$ cat src/hw/ebc_defines.vh
// Constants for the external bus control block
`ifndef EBC_DEFINES_VH
`define EBC_DEFINES_VH
`define EBC_AW          32
`define EBC_DW          64
`define EBC_HW          32
`define EBC_BANK_HI     31
`define EBC_BANK_LO     26
`define EBC_BANK0_CODE  6'h02
`define EBC_BANK1_CODE  6'h03
`define EBC_HOST_HI     31
`define EBC_HOST_LO     28
`define EBC_HOST_NONE   4'h0
`define EBC_ADDR_STEP   32'h0000_0001
`define EBC_ST_IDLE     2'h0
`define EBC_ST_ADDR     2'h1
`define EBC_ST_DATA     2'h2
`define EBC_ST_DONE     2'h3
`endif

$ cat src/hw/ebc_external_bus_control.v
// External bus port control: master strobes, slave decode, boot select
// Notes on behaviour
// (RULE1) As master drive the address lines; as slave take them as inputs.
// (RULE2) Data bus is 64 bits, two-way, carrying data and instructions.
// (RULE3) Read strobe asserts on every master read except synchronous DRAM.
// (RULE4) As slave, sampled read strobe marks reads of internal memory.
// (RULE5) Read, write strobes and selects change on the address edge.
// (RULE6) Low write strobe for even words and for any 32-bit zone write.
// (RULE7) External master asserts low strobe to write our low word.
// (RULE8) High write strobe for long words or odd words on 64-bit bus.
// (RULE9) External master asserts high strobe to write our high word.
// (RULE10) As slave, both write strobes mark writes to internal memory.
// (RULE11) External slave may hold acknowledge low to add wait states.
// (RULE12) Device may hold acknowledge low while being read as slave.
// (RULE13) Acknowledge left undriven during slave writes; pull-up holds it.
// (RULE14) Boot select is a strap at reset, then boot chip select.
// (RULE15) Bank 0 select on address 31:26 = 000010, bank 1 on 000011.
// (RULE16) Host select whenever address bits 31:28 are not all zero.
// (RULE17) Only the current bus master drives host select and strobes.
// (RULE18) Master flags consecutive transfers; slave may count addresses.
// (RULE19) In host bursts the slave address advances while flag holds.
`include "ebc_defines.vh"
module ebc_external_bus_control (
    // Clock and reset
    input  wire                clk,
    input  wire                rst_n,
    // Mastership and boot
    input  wire                bus_master,
    input  wire                boot_active,
    // Master request from core (32-bit wide zone, sdram target)
    input  wire                req_valid,
    output reg                 req_ready,
    input  wire                req_write,
    input  wire                req_long,
    input  wire                req_zone32,
    input  wire                req_sdram,
    input  wire                req_burst,
    input  wire [31:0]         req_addr,
    input  wire [63:0]         req_wdata,
    output reg                 rsp_valid,
    output reg  [63:0]         rsp_rdata,
    // Slave side towards internal memory (buffered)
    output reg                 slv_valid,
    input  wire                slv_ready,
    output reg                 slv_write,
    output reg  [1:0]          slv_lanes,
    output reg  [31:0]         slv_addr,
    output reg  [63:0]         slv_wdata,
    input  wire                slv_rdata_valid,
    input  wire [63:0]         slv_rdata,
    // Address lines
    input  wire [31:0]         ext_address_lines_in,
    output reg  [31:0]         ext_address_lines_out,
    output reg                 ext_address_lines_oe,
    // Data lines
    input  wire [63:0]         ext_data_lines_in,
    output reg  [63:0]         ext_data_lines_out,
    output reg                 ext_data_lines_oe,
    // Strobes, active low, three signals each
    input  wire                read_n_in,
    output reg                 read_n_out,
    input  wire                low_word_write_n_in,
    output reg                 low_word_write_n_out,
    input  wire                high_word_write_n_in,
    output reg                 high_word_write_n_out,
    output reg                 strobe_oe,
    input  wire                consecutive_transfer_n_in,
    output reg                 consecutive_transfer_n_out,
    // Acknowledge (open drain, driven low only)
    input  wire                ack_in,
    output reg                 ack_out,
    output reg                 ack_oe,
    // Decoded selects
    output reg  [1:0]          bank_select_n,
    output reg                 host_space_select_n,
    output reg                 select_oe,
    // Boot memory select, strap during reset
    input  wire                boot_memory_select_n_in,
    output reg                 boot_memory_select_n_out,
    output reg                 boot_memory_select_n_oe,
    output reg                 eprom_boot_strap
);

    reg  [1:0]  state;
    reg  [1:0]  next_state;
    // Master access being worked on
    reg         cur_write;
    reg         cur_long;
    reg         cur_zone32;
    reg         cur_sdram;
    reg  [31:0] cur_addr;
    reg  [63:0] cur_wdata;
    // Slave side burst counter and read bookkeeping
    reg  [31:0] slv_count;
    reg         slv_burst;
    reg         rd_pending;
    reg         strap_taken;
    // Two-entry buffer towards internal memory
    reg  [98:0] buf_mem [0:1];
    reg         buf_wr;
    reg         buf_rd;
    reg  [1:0]  buf_cnt;
    reg  [98:0] buf_in;
    reg         push;
    reg  [31:0] slave_addr;
    wire        buf_full  = (buf_cnt == 2'h2);
    wire        buf_empty = (buf_cnt == 2'h0);
    wire        pop       = slv_valid && slv_ready;
    // Slave strobes only count while another agent owns the bus
    wire        slv_rd    = !bus_master && !read_n_in;            // see (RULE4)
    wire        slv_wl    = !bus_master && !low_word_write_n_in;  // see (RULE10)
    wire        slv_wh    = !bus_master && !high_word_write_n_in; // see (RULE10)
    wire        slv_any   = slv_rd || slv_wl || slv_wh;
    // Request taken on this edge; the core holds it until then
    wire        go        = req_valid && req_ready;
    // Strobe values for a new master access
    wire        m_rd      = go && !req_write && !req_sdram;       // see (RULE3)
    wire        m_wl      = go && req_write &&
                            (req_zone32 || req_long || !req_addr[0]); // see (RULE6)
    wire        m_wh      = go && req_write && !req_zone32 &&
                            (req_long || req_addr[0]);          // see (RULE8)

    // Master sequencing state
    always @* begin
        next_state = state;
        case (state)
            `EBC_ST_IDLE: if (go) next_state = `EBC_ST_DATA;
            `EBC_ST_DATA: if (ack_in) next_state = `EBC_ST_DONE; // see (RULE11)
            // One quiet cycle lets the strobes rise before the next access
            `EBC_ST_DONE: next_state = `EBC_ST_IDLE;
            default:      next_state = `EBC_ST_IDLE;
        endcase
    end

    // Slave address: first from the lines, then from the burst counter
    always @* begin
        slave_addr = (slv_burst && !consecutive_transfer_n_in) ?
                     slv_count : ext_address_lines_in;          // see (RULE18)
        // Entry: write flag, high and low lane, address, data
        buf_in = {!slv_rd, slv_wh, slv_wl,
                  slave_addr, ext_data_lines_in};
        push = slv_any && !buf_full && !slv_rd;
        if (slv_rd && !rd_pending && !buf_full)
            push = 1'b1;
    end

    // Master side registers; strobes, selects and address share one edge
    always @(posedge clk or negedge rst_n) begin
        if (!rst_n) begin
            // All drivers off: the pins rest at their pull-ups
            state                      <= `EBC_ST_IDLE;
            cur_write                  <= 1'b0;
            cur_long                   <= 1'b0;
            cur_zone32                 <= 1'b0;
            cur_sdram                  <= 1'b0;
            cur_addr                   <= {`EBC_AW{1'b0}};
            cur_wdata                  <= {`EBC_DW{1'b0}};
            req_ready                  <= 1'b0;
            rsp_valid                  <= 1'b0;
            rsp_rdata                  <= {`EBC_DW{1'b0}};
            ext_address_lines_out      <= {`EBC_AW{1'b0}};
            ext_address_lines_oe       <= 1'b0;
            ext_data_lines_out         <= {`EBC_DW{1'b0}};
            ext_data_lines_oe          <= 1'b0;
            read_n_out                 <= 1'b1;
            low_word_write_n_out       <= 1'b1;
            high_word_write_n_out      <= 1'b1;
            consecutive_transfer_n_out <= 1'b1;
            strobe_oe                  <= 1'b0;
            bank_select_n              <= 2'h3;
            host_space_select_n        <= 1'b1;
            select_oe                  <= 1'b0;
        end else begin
            state     <= next_state;
            rsp_valid <= 1'b0;
            req_ready <= bus_master && (next_state == `EBC_ST_IDLE)
                         && !go;
            // Only the bus master drives address, strobes and selects
            ext_address_lines_oe <= bus_master;              // see (RULE1)
            strobe_oe            <= bus_master;              // see (RULE17)
            select_oe            <= bus_master;              // see (RULE17)
            if (go) begin
                cur_write  <= req_write;
                cur_long   <= req_long;
                cur_zone32 <= req_zone32;
                cur_sdram  <= req_sdram;
                cur_addr   <= req_addr;
                cur_wdata  <= req_wdata;
                ext_address_lines_out <= req_addr;           // see (RULE1)
                read_n_out            <= !m_rd;              // see (RULE5)
                low_word_write_n_out  <= !m_wl;              // see (RULE5)
                high_word_write_n_out <= !m_wh;              // see (RULE5)
                consecutive_transfer_n_out <= !req_burst;    // see (RULE18)
                bank_select_n[0] <= !(req_addr[`EBC_BANK_HI:`EBC_BANK_LO]
                                      == `EBC_BANK0_CODE);   // see (RULE15)
                bank_select_n[1] <= !(req_addr[`EBC_BANK_HI:`EBC_BANK_LO]
                                      == `EBC_BANK1_CODE);   // see (RULE15)
                host_space_select_n <=
                    (req_addr[`EBC_HOST_HI:`EBC_HOST_LO]
                     == `EBC_HOST_NONE);                     // see (RULE16)
                ext_data_lines_out <= req_wdata;             // see (RULE2)
                ext_data_lines_oe  <= req_write;
            end else if (state == `EBC_ST_DATA && ack_in) begin
                // Access ends when the slave stops stretching it
                read_n_out            <= 1'b1;
                low_word_write_n_out  <= 1'b1;
                high_word_write_n_out <= 1'b1;
                consecutive_transfer_n_out <= 1'b1;
                bank_select_n         <= 2'h3;
                host_space_select_n   <= 1'b1;
                ext_data_lines_oe     <= 1'b0;
                // Read data is taken on the edge that ends the access; a
                // write echoes its data so the core sees one answer each
                rsp_valid <= 1'b1;
                rsp_rdata <= cur_write ? cur_wdata : ext_data_lines_in;
            end
            if (!bus_master) begin
                ext_data_lines_oe <= slv_rdata_valid;        // see (RULE2)
                ext_data_lines_out <= slv_rdata;
            end
        end
    end

    // Slave burst counter and acknowledge
    always @(posedge clk or negedge rst_n) begin
        if (!rst_n) begin
            slv_count  <= {`EBC_AW{1'b0}};
            slv_burst  <= 1'b0;
            rd_pending <= 1'b0;
            ack_out    <= 1'b0;
            ack_oe     <= 1'b0;
        end else begin
            // The pin is only ever pulled low; the pull-up makes it ready
            ack_out <= 1'b0;
            if (push) begin
                slv_count <= slave_addr + `EBC_ADDR_STEP;    // see (RULE19)
                slv_burst <= !consecutive_transfer_n_in;
            end else if (consecutive_transfer_n_in) begin
                slv_burst <= 1'b0;
            end
            if (push && slv_rd)
                rd_pending <= 1'b1;
            else if (slv_rdata_valid)
                rd_pending <= 1'b0;
            // Wait states only on reads of us; writes leave line to pull-up
            ack_oe <= slv_rd && !slv_rdata_valid; // see (RULE12) (RULE13)
        end
    end

    // Two-entry buffer; a stalled internal memory loses no word until the buffer is full
    // Limitation: writes cannot be stalled on the pins, so a push
    // into a full buffer is lost; internal memory must keep up
    always @(posedge clk or negedge rst_n) begin
        if (!rst_n) begin
            buf_wr    <= 1'b0;
            buf_rd    <= 1'b0;
            buf_cnt   <= 2'h0;
            slv_valid <= 1'b0;
            slv_write <= 1'b0;
            slv_lanes <= 2'h0;
            slv_addr  <= {`EBC_AW{1'b0}};
            slv_wdata <= {`EBC_DW{1'b0}};
        end else begin
            if (push && !buf_full) begin
                buf_mem[buf_wr] <= buf_in;
                buf_wr <= ~buf_wr;
            end
            if (!slv_valid || slv_ready) begin
                if (!buf_empty) begin
                    // Entry fields line up with the outputs one to one
                    {slv_write, slv_lanes, slv_addr, slv_wdata}
                        <= buf_mem[buf_rd];
                    buf_rd <= ~buf_rd;
                end
                slv_valid <= !buf_empty;
            end
            // Count follows the push and the pop taken on this edge
            buf_cnt <= buf_cnt + {1'b0, push && !buf_full}
                       - {1'b0, (!slv_valid || slv_ready) && !buf_empty};
        end
    end

    // Boot strap caught at release, then boot chip select
    always @(posedge clk or negedge rst_n) begin
        if (!rst_n) begin
            strap_taken              <= 1'b0;
            eprom_boot_strap         <= 1'b0;
            boot_memory_select_n_out <= 1'b1;
            boot_memory_select_n_oe  <= 1'b0;
        end else begin
            // Read once: later changes of the pin are ignored
            if (!strap_taken) begin
                strap_taken      <= 1'b1;
                eprom_boot_strap <= !boot_memory_select_n_in; // see (RULE14)
            end
            boot_memory_select_n_oe  <= strap_taken && bus_master
                                        && eprom_boot_strap;
            // Boot memory chip select for the whole boot sequence
            boot_memory_select_n_out <= !(eprom_boot_strap && boot_active
                                          && bus_master);     // see (RULE14)
        end
    end

endmodule // ebc_external_bus_control

$ cat config.mk
export PLATFORM = sky130hd
export DESIGN_NAME = ebc_external_bus_control
export DESIGN_NICKNAME = d
export VERILOG_FILES = /design/src/hw/ebc_external_bus_control.v
export VERILOG_INCLUDE_DIRS = /design/src /design/src/hw
export SDC_FILE = /design/constraint.sdc
export NUM_CORES = 1
export LEC_CHECK = 0
export ABC_AREA = 1
export ABC_CLOCK_PERIOD_IN_PS = 11300
export BUFFER_PORTS_ARGS = -buffer_cell sky130_fd_sc_hd__buf_2
export CAP_MARGIN = 20
export CORE_ASPECT_RATIO = 2
export CORE_UTILIZATION = 35
export CTS_BUF_LIST = sky130_fd_sc_hd__clkbuf_8 sky130_fd_sc_hd__clkbuf_16
export CTS_CLUSTER_DIAMETER = 60
export DETAILED_ROUTE_END_ITERATION = 6
export HOLD_SLACK_MARGIN = 0.03
export PLACE_DENSITY = 0.56
export RECOVER_POWER = 50
export SKIP_CTS_REPAIR_TIMING = 1
export SLEW_MARGIN = 30
export SYNTH_ARGS = -nofsm -noshare
export SYNTH_HDL_FRONTEND = slang
export SYNTH_SLANG_ARGS = --single-unit
$ cat constraint.sdc
create_clock -name clk -period 11.3 [get_ports clk]
set_input_delay 1.695 -clock clk [delete_from_list [all_inputs] [get_ports clk]]
set_output_delay 1.695 -clock clk [all_outputs]
set_load 0.005 [all_outputs]
==> flow_summary.rst <==
.. list-table::
   :header-rows: 1

   * - Metric
     - Value
   * - Period utilisation layout
     - 57.78%
   * - Arrival time at the worst endpoint
     - 7.17 ns
   * - Io pins
     - ~550
   * - Number of search-and-repair iterations in the first detailed-routing pass
     - 5
   * - Clock Path Buffers
     - 3
   * - Final non-filler cell total
     - approximately 3700
   * - Post-route ant nets
     - 0
   * - Clock root buffer
     - sky130_fd_sc_hd__clkbuf_16
   * - Register area share after synthesis
     - between 60% and 70%
   * - Number of vias per cell
     - 4.875
   * - Count of H-tree levels built during CTS
     - 2
   * - DRT iter0 DRCs
     - 1163
   * - Global-route wire length before repair
     - approximately 110000 µm
   * - Total non-filler cell area in the finished layout
     - 28000 µm²
   * - Failing checks
     - max-capacitance violations, max-slew violations
   * - Switching fraction of total power
     - 35.49%
   * - Worst-Margin Slew
     - roughly 3.7 ns
   * - Internal Pwr Total
     - between 4 and 5 mW
   * - Combinational fraction of design power
     - around 29%
   * - Area taken by flip-flops and latches
     - between 15000 and 20000 µm²
   * - Final core utilization
     - between 40 and 50%
   * - Grt ovf
     - 0
   * - Routability Congestion
     - 0.9584
   * - Number of buffers added by the clock tree synthesis step
     - 52
   * - Most common library cell in the layout ignoring fill and taps
     - sky130_fd_sc_hd__nand2_1
   * - Count of placed standard cells including taps
     - approximately 3600
   * - Area of the die
     - 66710 µm²
   * - Per-instance average area after synthesis
     - ~10 µm²
   * - Post-detailed-placement cell area
     - 26510 µm²
   * - Startpoint-to-endpoint class of the critical path
     - input pin to asynchronous set/reset pin
   * - Post-detailed-placement half-perimeter wirelength
     - between 50000 and 60000 µm
   * - Total wirelength of the detailed-routed design
     - 71760 µm
   * - Minimum period implied by the final worst setup slack
     - between 6 and 7 ns
   * - Starting Density
     - about 35%
   * - Setup repair after global routing missed its margin
     - no
   * - Min-Delay Path Class
     - flop to flop
   * - Yosys warning total
     - 0
   * - Clock Skew
     - around 0.024 ns
   * - Hold Violations, Final
     - 0
   * - Startpoint type of the worst setup path
     - input pin
   * - Commonest register cell after synthesis
     - sky130_fd_sc_hd__dfrtp_1
   * - Number of cell rows
     - around 130
   * - Flip-flop and latch count after synthesis
     - a little under 600
   * - Total area of multi-input combinational cells
     - roughly 6700 µm²
   * - EDFF count, synth
     - ~200
   * - Result of the run
     - finished with violations
   * - Worst max-slew margin expressed relative to the limit
     - -146.0%
   * - Worst Hold Margin
     - between 0.4 and 0.5 ns
   * - Die W
     - 183.1 µm
   * - Setup-violating endpoint count in the final report
     - 0
   * - Switching power total
     - 2.575 mW
   * - Maximum number of pins on one net before global-route repair
     - around 110
   * - Clock transition at path regs
     - 0.07 ns
   * - Number of global-route vias before repair
     - between 15000 and 20000
   * - Count of buffers from port buffering
     - 550
   * - Pwr dens
     - ~260 nW/µm²
   * - Total via count in the routed design
     - ~18000
   * - Cell area after synthesis
     - 22970 µm²
   * - Max FO, Critical Path
     - 71
   * - Max-cap violations
     - 8
   * - Leakage power summed over all cells
     - between 10 and 15 nW
   * - Number of nets in the synthesized netlist
     - 2573
   * - CTS sink cnt
     - between 500 and 600
   * - Total core area
     - about 65000 µm²
   * - Total power consumption of the routed design
     - just over 7 mW
   * - Count of cell types in the netlist
     - 36
   * - Async set or reset register ratio after synthesis
     - between 60% and 70%
   * - Final Max Slew Viols
     - between 400 and 500
   * - Routed length per placed instance
     - between 15 and 20 µm
   * - Fraction of layout cells with a size suffix above 1
     - 16.16%
   * - Share of total power in the clock network
     - 25.8%
   * - Final Net Count
     - roughly 3100
   * - Endpoint required time on the critical path
     - 11.94 ns
   * - Maximum frequency from static timing analysis
     - 0.1531 GHz
   * - Worst skew pair latency
     - between 0.5 and 0.6 ns
   * - Gr usage total
     - roughly 21%
   * - Filler cells
     - roughly 6500
   * - Post-synthesis instance total
     - 2296
   * - Synth-to-layout area growth
     - 21.89%
   * - Vertical extent of the die
     - roughly 360 µm
   * - Setup TNS after final layout
     - 0 ns
   * - CTS tree
     - built
   * - Remaining routing DRC violations
     - 0
   * - Antenna violations before repair
     - 15
   * - Pre-CTS WS
     - slightly above 6 ns
   * - Worst vdd rail ir drop
     - roughly 0.12 mV
   * - Critical Path Sink Type
     - asynchronous set/reset pin
   * - Top library cells by usage in the layout, fill and taps aside
     - 924 x sky130_fd_sc_hd__nand2_1, 372 x sky130_fd_sc_hd__dfrtp_1, 318 x sky130_fd_sc_hd__buf_2, 249 x sky130_fd_sc_hd__nor2_1, 234 x sky130_fd_sc_hd__clkbuf_1
   * - Worst setup margin
     - about 4.8 ns
   * - Sequential power share
     - ~45%
==> cell usage after synthesis, types with 4 or more instances <==
cell type	instances	share of area (%)
sky130_fd_sc_hd__nand2_1	909	15
sky130_fd_sc_hd__dfrtp_1	373	41
sky130_fd_sc_hd__nor2_1	251	4.1
sky130_fd_sc_hd__edfxtp_1	198	26
sky130_fd_sc_hd__a31oi_1	195	5.3
sky130_fd_sc_hd__clkbuf_1	105	1.7
sky130_fd_sc_hd__nand3_1	68	1.5
sky130_fd_sc_hd__inv_1	40	0.65
sky130_fd_sc_hd__o211ai_1	34	1.1
sky130_fd_sc_hd__nand2_2	19	0.52
sky130_fd_sc_hd__o21ai_0	15	0.33
sky130_fd_sc_hd__buf_2	8	0.17
sky130_fd_sc_hd__dfstp_2	8	0.92
sky130_fd_sc_hd__xor2_1	7	0.27
sky130_fd_sc_hd__buf_1	6	0.098
sky130_fd_sc_hd__buf_4	6	0.20
sky130_fd_sc_hd__buf_6	6	0.29
sky130_fd_sc_hd__inv_2	5	0.082
sky130_fd_sc_hd__nor2_2	5	0.14
sky130_fd_sc_hd__nor2_4	5	0.25
sky130_fd_sc_hd__a21oi_1	4	0.087
sky130_fd_sc_hd__o21ai_1	4	0.087
==> per-layer routing <==
layer  GRT usage, %  part of all wire, %  vias to the layer above
met5              0                0.057                        -
met3          4.905                  6.8                      136
li1               -                    -                     8584
met2          38.15                   51                      666
met4          10.38                  4.3                        8
met1          23.84                   38                     8720
==> worst paths after layout <==
path / startpoint / end / slack [ns] / cells past startpoint
min reg2reg: state[0] / state[1] / 0.42 / 1
max reg2reg: buf_rd / buf_rd / 5.58 / 3
min in group asynchronous: rst_n / slv_wdata[61] / 2.36 / 1
max in group clk: bus_master / buf_mem[1][21] / 5.36 / 7
max: rst_n / rsp_rdata[14] / 4.77 / 3
min: state[0] / state[1] / 0.42 / 1
==> critical path, stage by stage <==
cell	delay (ns)
sky130_fd_sc_hd__clkbuf_1	2.54
sky130_fd_sc_hd__clkbuf_1	2.06
sky130_fd_sc_hd__buf_6	0.73
==> sequential cells by signal, summed over array words and instances (netlist names), 2 cells and up <==
name and count:
buf_mem 198, cur_wdata 64, ext_data_lines_out 64, rsp_rdata 64, slv_wdata 64, ext_address_lines_out 32
slv_addr 32, slv_count 32, bank_select_n 2, buf_cnt 2, slv_lanes 2, state 2
==> kinds of logic after synthesis <==
kind of cell    Yosys count  share of synthesized area [%]
fa+ha+maj                 3                         0.1634
buf+inv                 177                          3.230
other cells               2                        0.03270
flops                   579                          67.44
xor+xnor                  8                         0.3051
compound gates          259                          7.180
simple gates           1268                          21.65
==> power by group through the flow <==
stage	clock network [mW]	logic (mW)	registers [mW]
2_1_floorplan	0	1.20	3.25
5_1_grt	1.99	2.39	3.36
3_3_place_gp	0	2.15	3.29
3_5_place_dp	0	2.20	3.31
4_1_cts	1.92	2.20	3.28
6_report	1.87	2.11	3.28
==> layout make-up <==
type	count	area share, %
Sequential cell	579	55.33
Multi-Input combinational cell	1540	24.02
Timing Repair Buffer	574	9.569
Clock buffer	65	5.327
Tap cell	871	3.893
Clock inverter	31	1.126
Inverter	46	0.6436
Antenna cell	10	0.08939
Note: power is estimated with default switching activity, not from simulation.
